$ cat config.mk
export PLATFORM = sky130hd
export DESIGN_NAME = bia_top
export DESIGN_NICKNAME = d
export VERILOG_FILES = /design/src/bia_pkg.sv /design/src/bia_sync_deb.sv /design/src/bia_top.sv
export SDC_FILE = /design/constraint.sdc
export NUM_CORES = 1
export LEC_CHECK = 0
export ABC_AREA = 1
export BUFFER_PORTS_ARGS = -buffer_cell sky130_fd_sc_hd__buf_2
export CAP_MARGIN = 25
export CELL_PAD_IN_SITES_DETAIL_PLACEMENT = 1
export CELL_PAD_IN_SITES_GLOBAL_PLACEMENT = 1
export CORE_MARGIN = 2
export CORE_UTILIZATION = 41
export DETAILED_ROUTE_END_ITERATION = 10
export MAX_ROUTING_LAYER = met4
export PLACE_DENSITY = 0.74
export SLEW_MARGIN = 0
export SYNTH_ARGS = -nofsm -noshare
export SYNTH_HDL_FRONTEND = slang
export SYNTH_SLANG_ARGS = --single-unit
$ cat constraint.sdc
create_clock -name ref_clk -period 1.81 [get_ports ref_clk]
set_input_delay 0.0905 -clock ref_clk [delete_from_list [all_inputs] [get_ports ref_clk]]
set_output_delay 0.0905 -clock ref_clk [all_outputs]
set_load 0.005 [all_outputs]
$ cat src/bia_pkg.sv
// package: constants and carrier types for barrier i/o, alarm and diagnostics
package bia_pkg;
    localparam int unsigned CLK_HZ = 40_000_000;
    localparam int unsigned TICK_MS_CYC = CLK_HZ / 1000;
    localparam int unsigned OBSTRUCT_S = 30;
    localparam int unsigned WRONG_WAY_S = 15;
    localparam int unsigned COUNT_PULSE_MS = 400;
    localparam int unsigned DOT_PERIOD_MS = 2000;
    localparam int unsigned DISP_STEP_S = 2;
    localparam int unsigned OBSTRUCT_MS = OBSTRUCT_S * 1000;
    localparam int unsigned WRONG_WAY_MS = WRONG_WAY_S * 1000;
    localparam int unsigned DOT_HALF_MS = DOT_PERIOD_MS / 2;
    localparam int unsigned DISP_STEP_MS = DISP_STEP_S * 1000;
    localparam int unsigned LOITER_MS = 5000;
    localparam int unsigned DEB_MS = 5;
    localparam logic [5:0] RELAY_RESET = 6'h00;
    localparam logic [3:0] LAMP_RESET = 4'h0;
    localparam logic [7:0] SEG_BLANK = 8'h00;
    localparam logic [7:0] SEG_DP = 8'h80;
    localparam logic [7:0] SEG_U = 8'h1c;
    localparam logic [7:0] SEG_E = 8'h79;

    typedef struct packed {
        logic emergency_ok;
        logic open_entry;
        logic open_exit;
        logic entry_outer_beam;
        logic entry_inner_beam;
        logic exit_inner_beam;
        logic exit_outer_beam;
        logic wing_beam_a;
        logic wing_beam_b;
    } bia_inputs_t;

    typedef struct packed {
        logic global_error_ok;
        logic tailgate;
        logic wrong_way;
        logic count_pulse;
        logic inhibit_entry_reader;
        logic inhibit_exit_reader;
    } bia_relays_t;

    typedef struct packed {
        logic entry_red;
        logic entry_green;
        logic exit_red;
        logic exit_green;
    } bia_lamps_t;

    typedef enum logic [1:0] {
        DSP_LETTER,
        DSP_FIRST,
        DSP_SECOND,
        DSP_PAUSE
    } bia_disp_t;
endpackage

$ cat src/bia_sync_deb.sv
// module: two-flop synchroniser and debounce filter for one input
`timescale 1ns/1ps
`default_nettype none
module bia_sync_deb
    import bia_pkg::*;
(
    input wire logic ref_clk,
    input wire logic reset,
    input wire logic ms_tick,
    input wire logic pin,
    output logic level
);
    typedef struct packed {
        logic s1;
        logic s2;
        logic [2:0] cnt;
        logic lvl;
    } bia_deb_st_t;

    bia_deb_st_t st_reg, st_next;

    always_comb begin
        st_next = st_reg;
        st_next.s1 = pin;
        st_next.s2 = st_reg.s1;
        if (st_reg.s2 == st_reg.lvl) begin
            st_next.cnt = 3'h0;
        end else if (ms_tick) begin
            if (st_reg.cnt == 3'(DEB_MS - 1)) begin
                st_next.lvl = st_reg.s2;
                st_next.cnt = 3'h0;
            end else begin
                st_next.cnt = st_reg.cnt + 3'h1;
            end
        end
    end

    always_ff @(posedge ref_clk) begin
        if (reset) begin
            st_reg <= '0;
        end else begin
            st_reg <= st_next;
        end
    end

    assign level = st_reg.lvl;
endmodule
`default_nettype wire

$ cat src/bia_top.sv
// module: barrier i/o evaluation, alarm relays, lamps and diagnosis display
`timescale 1ns/1ps
`default_nettype none
module bia_top
    import bia_pkg::*;
#(
    parameter int unsigned MS_CYCLES = TICK_MS_CYC
)
(
    input wire logic ref_clk,
    input wire logic reset,
    input wire bia_inputs_t pins,
    input wire logic allow_entry,
    input wire logic allow_exit,
    input wire logic show_version,
    input wire logic ext_fault,
    input wire logic [3:0] version_hi,
    input wire logic [3:0] version_lo,
    input wire logic [3:0] error_hi,
    input wire logic [3:0] error_lo,
    output bia_relays_t relays,
    output bia_lamps_t lamps,
    output logic motor_power_en,
    output logic wings_open,
    output logic [5:0] beam_alarm,
    output logic [7:0] segments
);
    localparam int NB = 6;

    typedef struct packed {
        logic [15:0] pre;
        logic tick;
        logic [NB-1:0][14:0] obst;
        logic [NB-1:0] balarm;
        logic open_reg;
        logic dir_exit;
        logic passing;
        logic [13:0] ww_cnt;
        logic ww;
        logic [12:0] loiter;
        logic [8:0] cnt_pulse;
        logic [10:0] dot_cnt;
        logic dot;
        logic [10:0] step_cnt;
        bia_disp_t dstep;
        logic mode_err;
        logic mode_ver;
        bia_relays_t rel;
        bia_lamps_t lmp;
        logic motor;
        logic wings;
        logic [7:0] seg;
    } bia_st_t;

    bia_st_t st_reg, st_next;
    bia_inputs_t clean;
    logic [NB-1:0] beam_clear;

    genvar gi;
    generate
        for (gi = 0; gi < 9; gi++) begin : g_in
            bia_sync_deb u_deb (
                .ref_clk(ref_clk),
                .reset(reset),
                .ms_tick(st_reg.tick),
                .pin(pins[gi]),
                .level(clean[gi])
            );
        end
    endgenerate

    // high level is a clear beam; a dead cell or wire reads interrupted
    assign beam_clear = {clean.entry_outer_beam, clean.entry_inner_beam, clean.exit_inner_beam,
                         clean.exit_outer_beam, clean.wing_beam_a, clean.wing_beam_b};

    function automatic logic [7:0] seg_digit(input logic [3:0] d);
        logic [7:0] s;
        s = SEG_BLANK;
        unique case (d)
            4'h0: s = 8'h3f;
            4'h1: s = 8'h06;
            4'h2: s = 8'h5b;
            4'h3: s = 8'h4f;
            4'h4: s = 8'h66;
            4'h5: s = 8'h6d;
            4'h6: s = 8'h7d;
            4'h7: s = 8'h07;
            4'h8: s = 8'h7f;
            4'h9: s = 8'h6f;
            default: s = 8'h40;
        endcase
        return s;
    endfunction

    logic entry_zone_busy, exit_zone_busy, wing_busy, err_now, lane_multi;
    logic tick;
    logic [2:0] occupied;

    always_comb begin
        st_next = st_reg;
        tick = st_reg.tick;
        entry_zone_busy = !beam_clear[5] || !beam_clear[4];
        exit_zone_busy = !beam_clear[3] || !beam_clear[2];
        wing_busy = !beam_clear[1] || !beam_clear[0];
        occupied = {2'b00, entry_zone_busy} + {2'b00, wing_busy} + {2'b00, exit_zone_busy};
        lane_multi = occupied > 3'd1;
        err_now = !clean.emergency_ok || ext_fault || (|st_reg.balarm);
        // millisecond prescaler drives every timer
        if (st_reg.pre == 16'(MS_CYCLES - 1)) begin
            st_next.pre = 16'h0000;
            st_next.tick = 1'b1;
        end else begin
            st_next.pre = st_reg.pre + 16'h0001;
            st_next.tick = 1'b0;
        end
        for (int i = 0; i < NB; i++) begin
            if (beam_clear[i]) begin
                st_next.obst[i] = 15'h0000;
                st_next.balarm[i] = 1'b0;
            end else if (tick) begin
                if (st_reg.obst[i] >= 15'(OBSTRUCT_MS)) begin
                    st_next.balarm[i] = 1'b1;
                end else begin
                    st_next.obst[i] = st_reg.obst[i] + 15'h0001;
                end
            end
        end
        // opening requests
        if (!st_reg.open_reg) begin
            if (clean.open_entry && allow_entry) begin
                st_next.open_reg = 1'b1;
                st_next.dir_exit = 1'b0;
            end else if (clean.open_exit && allow_exit) begin
                st_next.open_reg = 1'b1;
                st_next.dir_exit = 1'b1;
            end
            st_next.passing = 1'b0;
        end else begin
            if (wing_busy) begin
                st_next.passing = 1'b1;
            end
            // apart from emergency loss, close only once the wing zone was used and is clear again
            if (st_reg.passing && !wing_busy) begin
                st_next.open_reg = 1'b0;
                st_next.cnt_pulse = 9'(COUNT_PULSE_MS);
            end
        end
        if (!clean.emergency_ok) begin
            st_next.open_reg = 1'b0;
            st_next.passing = 1'b0;
        end
        if (st_reg.cnt_pulse != 9'h000 && tick) begin
            st_next.cnt_pulse = st_reg.cnt_pulse - 9'h001;
        end
        // wrong way: forbidden-side entry or loitering while closed
        if (!st_reg.open_reg && entry_zone_busy && tick) begin
            if (st_reg.loiter != 13'(LOITER_MS)) begin
                st_next.loiter = st_reg.loiter + 13'h0001;
            end
        end else if (!entry_zone_busy) begin
            st_next.loiter = 13'h0000;
        end
        if ((st_reg.open_reg && !st_reg.dir_exit && !beam_clear[2] && beam_clear[5])
            || (st_reg.open_reg && st_reg.dir_exit && !beam_clear[5] && beam_clear[2])) begin
            st_next.ww = 1'b1;
            st_next.ww_cnt = 14'h0000;
        end
        // raise once on reaching the limit, so the 15 s cancel is not undone
        if (!st_reg.open_reg && entry_zone_busy && tick && st_reg.loiter == 13'(LOITER_MS - 1) && !st_reg.ww) begin
            st_next.ww = 1'b1;
            st_next.ww_cnt = 14'h0000;
        end
        if (st_reg.ww) begin
            if (!entry_zone_busy && !exit_zone_busy) begin
                st_next.ww = 1'b0;
            end else if (tick) begin
                if (st_reg.ww_cnt == 14'(WRONG_WAY_MS - 1)) begin
                    st_next.ww = 1'b0;
                end else begin
                    st_next.ww_cnt = st_reg.ww_cnt + 14'h0001;
                end
            end
        end
        // relays: fail-safe global error is energised when healthy
        st_next.rel.global_error_ok = !err_now;
        st_next.rel.tailgate = st_reg.open_reg && lane_multi;
        st_next.rel.wrong_way = st_reg.ww;
        st_next.rel.count_pulse = st_reg.cnt_pulse != 9'h000;
        st_next.rel.inhibit_entry_reader = st_reg.open_reg && st_reg.dir_exit;
        st_next.rel.inhibit_exit_reader = st_reg.open_reg && !st_reg.dir_exit;
        st_next.motor = clean.emergency_ok;
        st_next.wings = st_next.open_reg || !st_next.motor;
        st_next.lmp.entry_green = allow_entry && (!st_reg.open_reg || !st_reg.dir_exit);
        st_next.lmp.entry_red = !(allow_entry && (!st_reg.open_reg || !st_reg.dir_exit));
        st_next.lmp.exit_green = allow_exit && (!st_reg.open_reg || st_reg.dir_exit);
        st_next.lmp.exit_red = !(allow_exit && (!st_reg.open_reg || st_reg.dir_exit));
        // dot toggles every second for a 0.5 Hz blink
        if (tick) begin
            if (st_reg.dot_cnt == 11'(DOT_HALF_MS - 1)) begin
                st_next.dot_cnt = 11'h000;
                st_next.dot = !st_reg.dot;
            end else begin
                st_next.dot_cnt = st_reg.dot_cnt + 11'h001;
            end
        end
        // sequence restarts whenever the display source changes
        st_next.mode_err = err_now;
        st_next.mode_ver = show_version && !err_now;
        if (st_next.mode_err != st_reg.mode_err || st_next.mode_ver != st_reg.mode_ver) begin
            st_next.step_cnt = 11'h000;
            st_next.dstep = DSP_LETTER;
        end else if (tick) begin
            if (st_reg.step_cnt == 11'(DISP_STEP_MS - 1)) begin
                st_next.step_cnt = 11'h000;
                unique case (st_reg.dstep)
                    DSP_LETTER: st_next.dstep = DSP_FIRST;
                    DSP_FIRST: st_next.dstep = DSP_SECOND;
                    DSP_SECOND: st_next.dstep = DSP_PAUSE;
                    DSP_PAUSE: st_next.dstep = DSP_LETTER;
                endcase
            end else begin
                st_next.step_cnt = st_reg.step_cnt + 11'h001;
            end
        end
        if (st_reg.mode_err) begin
            unique case (st_reg.dstep)
                DSP_LETTER: st_next.seg = SEG_E;
                DSP_FIRST: st_next.seg = seg_digit(error_hi);
                DSP_SECOND: st_next.seg = seg_digit(error_lo) | SEG_DP;
                DSP_PAUSE: st_next.seg = SEG_BLANK;
            endcase
        end else if (st_reg.mode_ver) begin
            unique case (st_reg.dstep)
                DSP_LETTER: st_next.seg = SEG_U;
                DSP_FIRST: st_next.seg = seg_digit(version_hi) | SEG_DP;
                DSP_SECOND: st_next.seg = seg_digit(version_lo);
                DSP_PAUSE: st_next.seg = SEG_BLANK;
            endcase
        end else begin
            st_next.seg = st_reg.dot ? SEG_DP : SEG_BLANK;
        end
    end

    always_ff @(posedge ref_clk) begin
        if (reset) begin
            st_reg <= '0;
            st_reg.dstep <= DSP_LETTER;
            st_reg.rel <= RELAY_RESET;
            st_reg.lmp <= LAMP_RESET;
            st_reg.seg <= SEG_BLANK;
        end else begin
            st_reg <= st_next;
        end
    end

    assign relays = st_reg.rel;
    assign lamps = st_reg.lmp;
    assign motor_power_en = st_reg.motor;
    assign wings_open = st_reg.wings;
    assign beam_alarm = st_reg.balarm;
    assign segments = st_reg.seg;

    a_emerg_motor: assert property (@(posedge ref_clk) disable iff (reset)
        !clean.emergency_ok |=> !motor_power_en && wings_open)
        else $error("motor power kept without emergency level");
    a_emerg_priority: assert property (@(posedge ref_clk) disable iff (reset)
        !clean.emergency_ok |=> !st_reg.open_reg)
        else $error("open state survived emergency loss");
    a_global_err: assert property (@(posedge ref_clk) disable iff (reset)
        !clean.emergency_ok |=> !relays.global_error_ok)
        else $error("global error relay stayed energised");
    a_no_close_busy: assert property (@(posedge ref_clk) disable iff (reset)
        st_reg.open_reg && clean.emergency_ok && wing_busy |=> st_reg.open_reg)
        else $error("closed while wing beam interrupted");
    a_count_len: assert property (@(posedge ref_clk) disable iff (reset)
        $rose(st_reg.cnt_pulse != 9'h000) |-> st_reg.cnt_pulse == 9'(COUNT_PULSE_MS))
        else $error("count pulse length wrong");
    a_inhibit_excl: assert property (@(posedge ref_clk) disable iff (reset)
        !(relays.inhibit_entry_reader && relays.inhibit_exit_reader))
        else $error("both readers inhibited");
    a_beam_alarm: assert property (@(posedge ref_clk) disable iff (reset)
        $rose(st_reg.balarm[5]) |-> st_reg.obst[5] == 15'(OBSTRUCT_MS))
        else $error("beam alarm at wrong time");
    a_ww_limit: assert property (@(posedge ref_clk) disable iff (reset)
        st_reg.ww |-> st_reg.ww_cnt < 14'(WRONG_WAY_MS))
        else $error("wrong way alarm overran");
    a_err_display: assert property (@(posedge ref_clk) disable iff (reset)
        st_reg.mode_err && st_reg.dstep == DSP_LETTER |=> segments == SEG_E || $changed(st_reg.mode_err))
        else $error("error letter not shown");
endmodule
`default_nettype wire

**Yosys cells after proc, flatten, opt, wreduce, memory -nomap -nowiden**

Memories as Yosys holds them, arrays and structs flattened.
Index checks and enable logic that the tools add are counted.

- Output and inout port bits: 26
- Register bits: 254
- Logic and storage cells: 291
- Memories kept: 4
- Bits of input ports: 31
- Memory bits (read-only): 448

- Order comparisons: 7
- $add $sub $neg: 23
- Multiplexer cells: 37
- Eq/ne operators: 31
- Reduce and logical (&&, ||, !) cells: 96
- Bitwise gates (word level): 17

Memories:

| memory | depth | width | read ports | clocked after Yosys merged registers in | wr ports | line | source |
|---|---|---|---|---|---|---|---|
| (name not given) | 16 | 7 | 1 | 0 | 0 | bia_top.sv:79 | `unique case (d)` |
| (name not given) | 16 | 7 | 1 | 0 | 0 | bia_top.sv:79 |  |
| (name not given) | 16 | 7 | 1 | 0 | 0 | bia_top.sv:79 |  |
| (name not given) | 16 | 7 | 1 | 0 | 0 | bia_top.sv:79 |  |

Operator list:

| operator | number |
|---|---|
| adder 15 x 1 -> 15 bit, second input constant | 6 |
| >= comparator 15 bit, second input constant | 6 |
| case mux 8 bit (4 select lines) | 2 |
| 2-to-1 mux 15 bit | 4 |
| 2-to-1 mux 13 bit | 3 |
| AND reduction 2 bit | 17 |
| OR reduction 2 bit | 17 |
| 2-to-1 mux 14 bit | 2 |
| adder 3 x 1 -> 3 bit, second input constant | 9 |
| == test 3 bit, second input constant | 9 |
| 2-to-1 mux 3 bit | 9 |
| 2-to-1 mux 9 bit | 3 |
| AND reduction 3 bit | 9 |
| 2-to-1 mux 8 bit | 3 |
| adder 11 x 1 -> 11 bit, second input constant | 2 |
| 2-to-1 mux 11 bit | 2 |
| logical AND 1 bit | 19 |
| zero test 1 bit | 17 |
| inverter 1 bit | 17 |
| adder 16 x 1 -> 16 bit, second input constant | 1 |
| == test 16 bit, second input constant | 1 |
| adder 14 x 1 -> 14 bit, second input constant | 1 |
| == test 14 bit, second input constant | 1 |
| adder 13 x 1 -> 13 bit, second input constant | 1 |
| other kinds (23) | 50 |

**Logic depth before layout (Yosys ltp)**

- Depth in word-level cells: 11
- Mapped depth: 12
- Mapped depth without buffers: 11

**Hierarchy**

Synthesis repeated with hierarchy kept, for this count alone.

- Cell total of the unflattened synthesis: 2,223
- Area total of the unflattened synthesis: 14,517.7 µm²

Modules (own cells, without submodules):

| module | area an instance (µm²) | seq. area each (µm²) | cells each | times used |
|---|---|---|---|---|
| bia_top | 11,803.8 | 4,003.8 | 1,800 | 1 |
| bia_sync_deb | 301.5 | 120.1 | 47 | 9 |

**Worst setup path before layout**

Ideal clock, no wire load.

- Kind: reg2reg
- From: register g_in[5].u_deb.st_reg, in the netlist g_in[5].u_deb.level
- To: register st_reg[83] (netlist name)
- Setup time: 0.118 ns
- Clock period less this slack: 1.802 ns
- Data required time: 1.692 ns
- Buffers on the path: 2
- Arrival: 1.684 ns
- Slack: 0.008 ns
- Stages on the path, launching flop included: 10
- Cells stage by stage: dfxtp_1 > nand2_2 > buf_1 > inv_1 > ha_1 > nor2_4 > nand3_4 > buf_6 > nor3_1 > nor2_1

- Cells in the longest elaborated chain, start to end: 11
- Elaborated cells between the ends (all ways): 18
- Those cells by class: mux (6); reduce/logical (12)

RTL lines:

| element | line | source |
|---|---|---|
| start: declaration | bia_sync_deb.sv:20 | `bia_deb_st_t st_reg, st_next;` |
| start signal: assignment | bia_sync_deb.sv:42 | `st_reg <= st_next;` |
| zero test 1 bit | bia_top.sv:102, bia_top.sv:164 |  |
| logical OR 1 bit | bia_top.sv:102 | `entry_zone_busy = !beam_clear[5] \|\| !beam_clear[4];` |
| logical AND 1 bit (4 in series) | bia_top.sv:169 | `if (!st_reg.open_reg && entry_zone_busy && tick && st_reg.loiter == 13'(LOITER_MS - 1) && !st_reg.ww) begin` |
| 2-to-1 mux 15 bit | bia_top.sv:169 |  |
| 2-to-1 mux 14 bit | bia_top.sv:177 | `if (st_reg.ww_cnt == 14'(WRONG_WAY_MS - 1)) begin` |
| 2-to-1 mux 15 bit | bia_top.sv:176 | `end else if (tick) begin` |
| 2-to-1 mux 14 bit | bia_top.sv:174 | `if (!entry_zone_busy && !exit_zone_busy) begin` |
| 2-to-1 mux 15 bit * | bia_top.sv:173 | `if (st_reg.ww) begin` |
| end signal: assignment | bia_top.sv:252 | `st_reg <= st_next;` |
| end: declaration | bia_top.sv:55 | `bia_st_t st_reg, st_next;` |

Mark *: on every way between the ends. The rest lies on a longest branch, timed or not.
A chain may end at the register's enable or synchronous reset.

**Worst setup path after layout**

- From: register st_reg[70] (netlist name)
- To: register st_reg[70] (netlist name)

- Cells in the longest elaborated chain, start to end: 6
- Elaborated cells between the ends (all ways): 8
- Those cells by class: add/sub (1); eq/ne (1); mux (6)

RTL lines:

| element | line |
|---|---|
| branches (longest 5 deep; another with adder 14 x 1 -> 14 bit) | - |
| 2-to-1 mux 15 bit * | bia_top.sv:173 |

Every way passes the cells marked *.

==> results.md <==
- Final Net Count: 2,245
- Diodes inserted: 0
- Slew margin rel.: 65.5%
- Hold Startpoint: version_hi[2]
- WL met1: 17.8 mm
- Root Buffer: clkbuf_16
- Max-cap viol count: 0
- Reg2reg end: st_reg[70]
- Worst-Margin Slew: 0.517 ns
- Total length of routed met2 wires: 18.2 mm
- Clock sink total: 254
- Reg2Reg Setup Slack: 0.15 ns
- Pin count of the biggest net entering global routing: 38
- Multiplexer area fraction after synthesis: 0%
- Crit Path Max Fanout: 11
- Final TNS setup: 0 ns
- RSZ-0062 raised after global routing: false
- First-pass GRT wire length: 63.7 mm
- Synth warnings: 0
- TritonCTS clock tree: done
- R2R depth: 10
- Max VDD drop: 0.695 mV
- Part of the cycle the worst path needs: 91.7%
- Largest family of logic cells by synthesized area: simple AND/OR/NAND/NOR gates
- Mapped cell area: 14,200 sq um
- Finish-stage setup viols: 0
- Outcome: finished clean
- Area Overhead vs Synth: 13.5%
- Max reg flops: 172
- Initial Util: 41.3%
- Routed wire per std cell: 14.3 um
- IO Port Bufs: 56
- Reg clk slew, reported paths: 0.06 ns
- Final Total Pwr: 12.5 mW
- Syn Area/Cell: 6.81 sq um
- Data required, critical path: 2.26 ns
- Starting DRT DRC Count: 531
- DR pass1 iterations: 5
- Synth Area in Simple Gates: 32.4%
- WS Path Type: reg2reg
- Die Area: 36,100 sq um
- Yosys top cell area share: 35.9%
- GPL Wtd Cong: 0.866
- Number of fill cells: 4,444
- Startpoint types: flip-flop
- FF+latch count, synth: 254
- Sequential area share after synthesis: 35.9%
- Hold Path Class: in2reg
- Synth Area in XOR/XNOR: 5.56%
- Fmax achieved: 0.603 GHz
- Synth Instances: 2,081
- RR Startpoint: st_reg[70]
- Clock Path Buffers: 3
- Layout cells sized above 1: 10.4%
- Metal3 WL: 1.15 mm
- Antenna violations before repair: 0
- CP arrival: 2.11 ns
- Total GRT Usage: 21.5%
- Die Height: 190 um
- Total number of vias: 13,200
- Final WL: 37.7 mm
- Area contributors post-synth: dfxtp_1, nand2_1, inv_1
- Post-synth top cells: nand2_1, inv_1, dfxtp_1, nor2_1, nand3_1
- Total grt overflow: 0
- Synth Area in Compound Gates: 9.75%
- Die width: 190 um
- Syn nets: 2,174
- Top-Level Pins: 57
- Tmin final: 1.66 ns
- Fin. Hold Viols: 0
- Final Max Tran Viols: 0
- Worst-Skew Late Latency: 0.57 ns
- Async S/R FF share, synth: 0%
- Library cells used by synthesis: 45
- Setup crit end kind: flip-flop
- Number of synthesized flops with an enable pin: 0
- Min-Delay Path Depth: 6
- Most common cell in the synthesized netlist: nand2_1
- Cell taking the most area after synthesis: dfxtp_1
- P_leak: 6.48 nW
- Post-Synth Adder-Cell Area: 5.47%
- TritonCTS Buffers: 30
- Core box area: 34,300 sq um
- Row cnt: 68
- Setup skew after layout: 0.0163 ns
- Vias per cell: 5.00
- Antenna Violating Nets Remaining: 0
- Cell Pwr Density: 777 nW/um^2
- DRC viols: 0
- Primary FF master, synth: dfxtp_1
- Detailed Place HPWL: 27.7 mm
- H-tree levels: 1
- Hold endpoint: segments[1]
- Highest metal used: met4
- Vias in the first global route: 13,400
==> final cells by class <==
type / count / area (sq um) / share of cell area (%)
multi-input cells: 1473 / 7560 / 47.0
flip-flops and latches: 254 / 5090 / 31.6
inverters: 285 / 1070 / 6.67
clock buffers: 40 / 838 / 5.21
repair buffers: 108 / 733 / 4.56
well taps: 455 / 569 / 3.54
clock inverters: 16 / 224 / 1.39
==> worst max-delay path, stage by stage, from the launching register on <==
cell	delay, ns
dfxtp_1	0.36
ha_1	0.19
nand2_1	0.12
nor2_2	0.12
inv_1	0.06
nor2_2	0.09
nand2_2	0.10
nand3_4	0.17
buf_4	0.14
xor2_1	0.15
nor2_1	0.05
==> stage by stage <==
step / cell area (sq um) / std cells / setup WS (ns) / hold WS, ns / utilization, %
detailed placement: 14800 / 2554 / 0.0515 / 0.318 / 43.2
global placement: 14800 / 2554 / 0.0798 / 0.305 / 43.2
floorplan: 14200 / 2081 / 0.00841 / 0.186 / -
finish: 16100 / 2631 / 0.151 / 0.0331 / 46.9
CTS: 16000 / 2625 / 0.00000444 / 0.00493 / 46.7
global route: 16100 / 2631 / 0.00301 / 0.0572 / 46.9
==> where the power goes <==
group | internal (mW) | total, mW | switching (mW) | leakage [nW]
Clock | 3.96 | 6.48 | 2.52 | 0.517
Sequential | 5.63 | 5.65 | 0.0230 | 2.05
Combinational | 0.132 | 0.372 | 0.240 | 3.91
==> worst max path at each step <==
| stage | to | cells past startpoint | startpoint | slack (ns) |
|---|---|---|---|---|
| floorplan | st_reg[83] | 9 | g_in[5].u_deb.level | 0.008 |
| global placement | st_reg[32] | 7 | beam_alarm[4] | 0.08 |
| detailed placement | st_reg[30] | 7 | beam_alarm[4] | 0.05 |
| CTS | st_reg[25] | 7 | beam_alarm[4] | 0.000004 |
| global route | st_reg[79] | 9 | g_in[4].u_deb.level | 0.003 |
| finish | st_reg[70] | 10 | st_reg[70] | 0.15 |
==> cells in the final DEF, fill, tap and decap left out, drive strengths merged, types with 35 or more instances in the layout <==
cell type  Yosys  routed
inv          283     282
buf           60      93
xor2          72      72
nor2         254     254
nand4         35      35
nand2        513     513
nor3          56      56
a21oi        162     162
clkbuf         9      40
ha            62      62
dfxtp        254     254
nand3        176     176
o21ai         86      86
==> layer usage <==
layer | vias up | track usage [%]
met5 | - | -
met4 | 0 | 4.38
met3 | 44 | 2.84
met2 | 126 | 37.7
met1 | 6264 | 26.5
li1 | 6733 | -
==> logic make-up after synthesis <==
kind of cell | count (synthesis)
simple gates | 1057
buf+inv | 354
compound gates | 264
flops | 254
xor+xnor | 90
fa+ha+maj | 62
==> repair_timing <==
item / 4_1_cts / 5_1_grt
gates resized for setup: 0 / 7
setup endpoints to repair: 0 / 31
hold buffers: 15 / 0
hold endpoints to repair: 22 / 0
buffers inserted: 0 / 6
No activity file was read; power rests on OpenSTA's default activity.
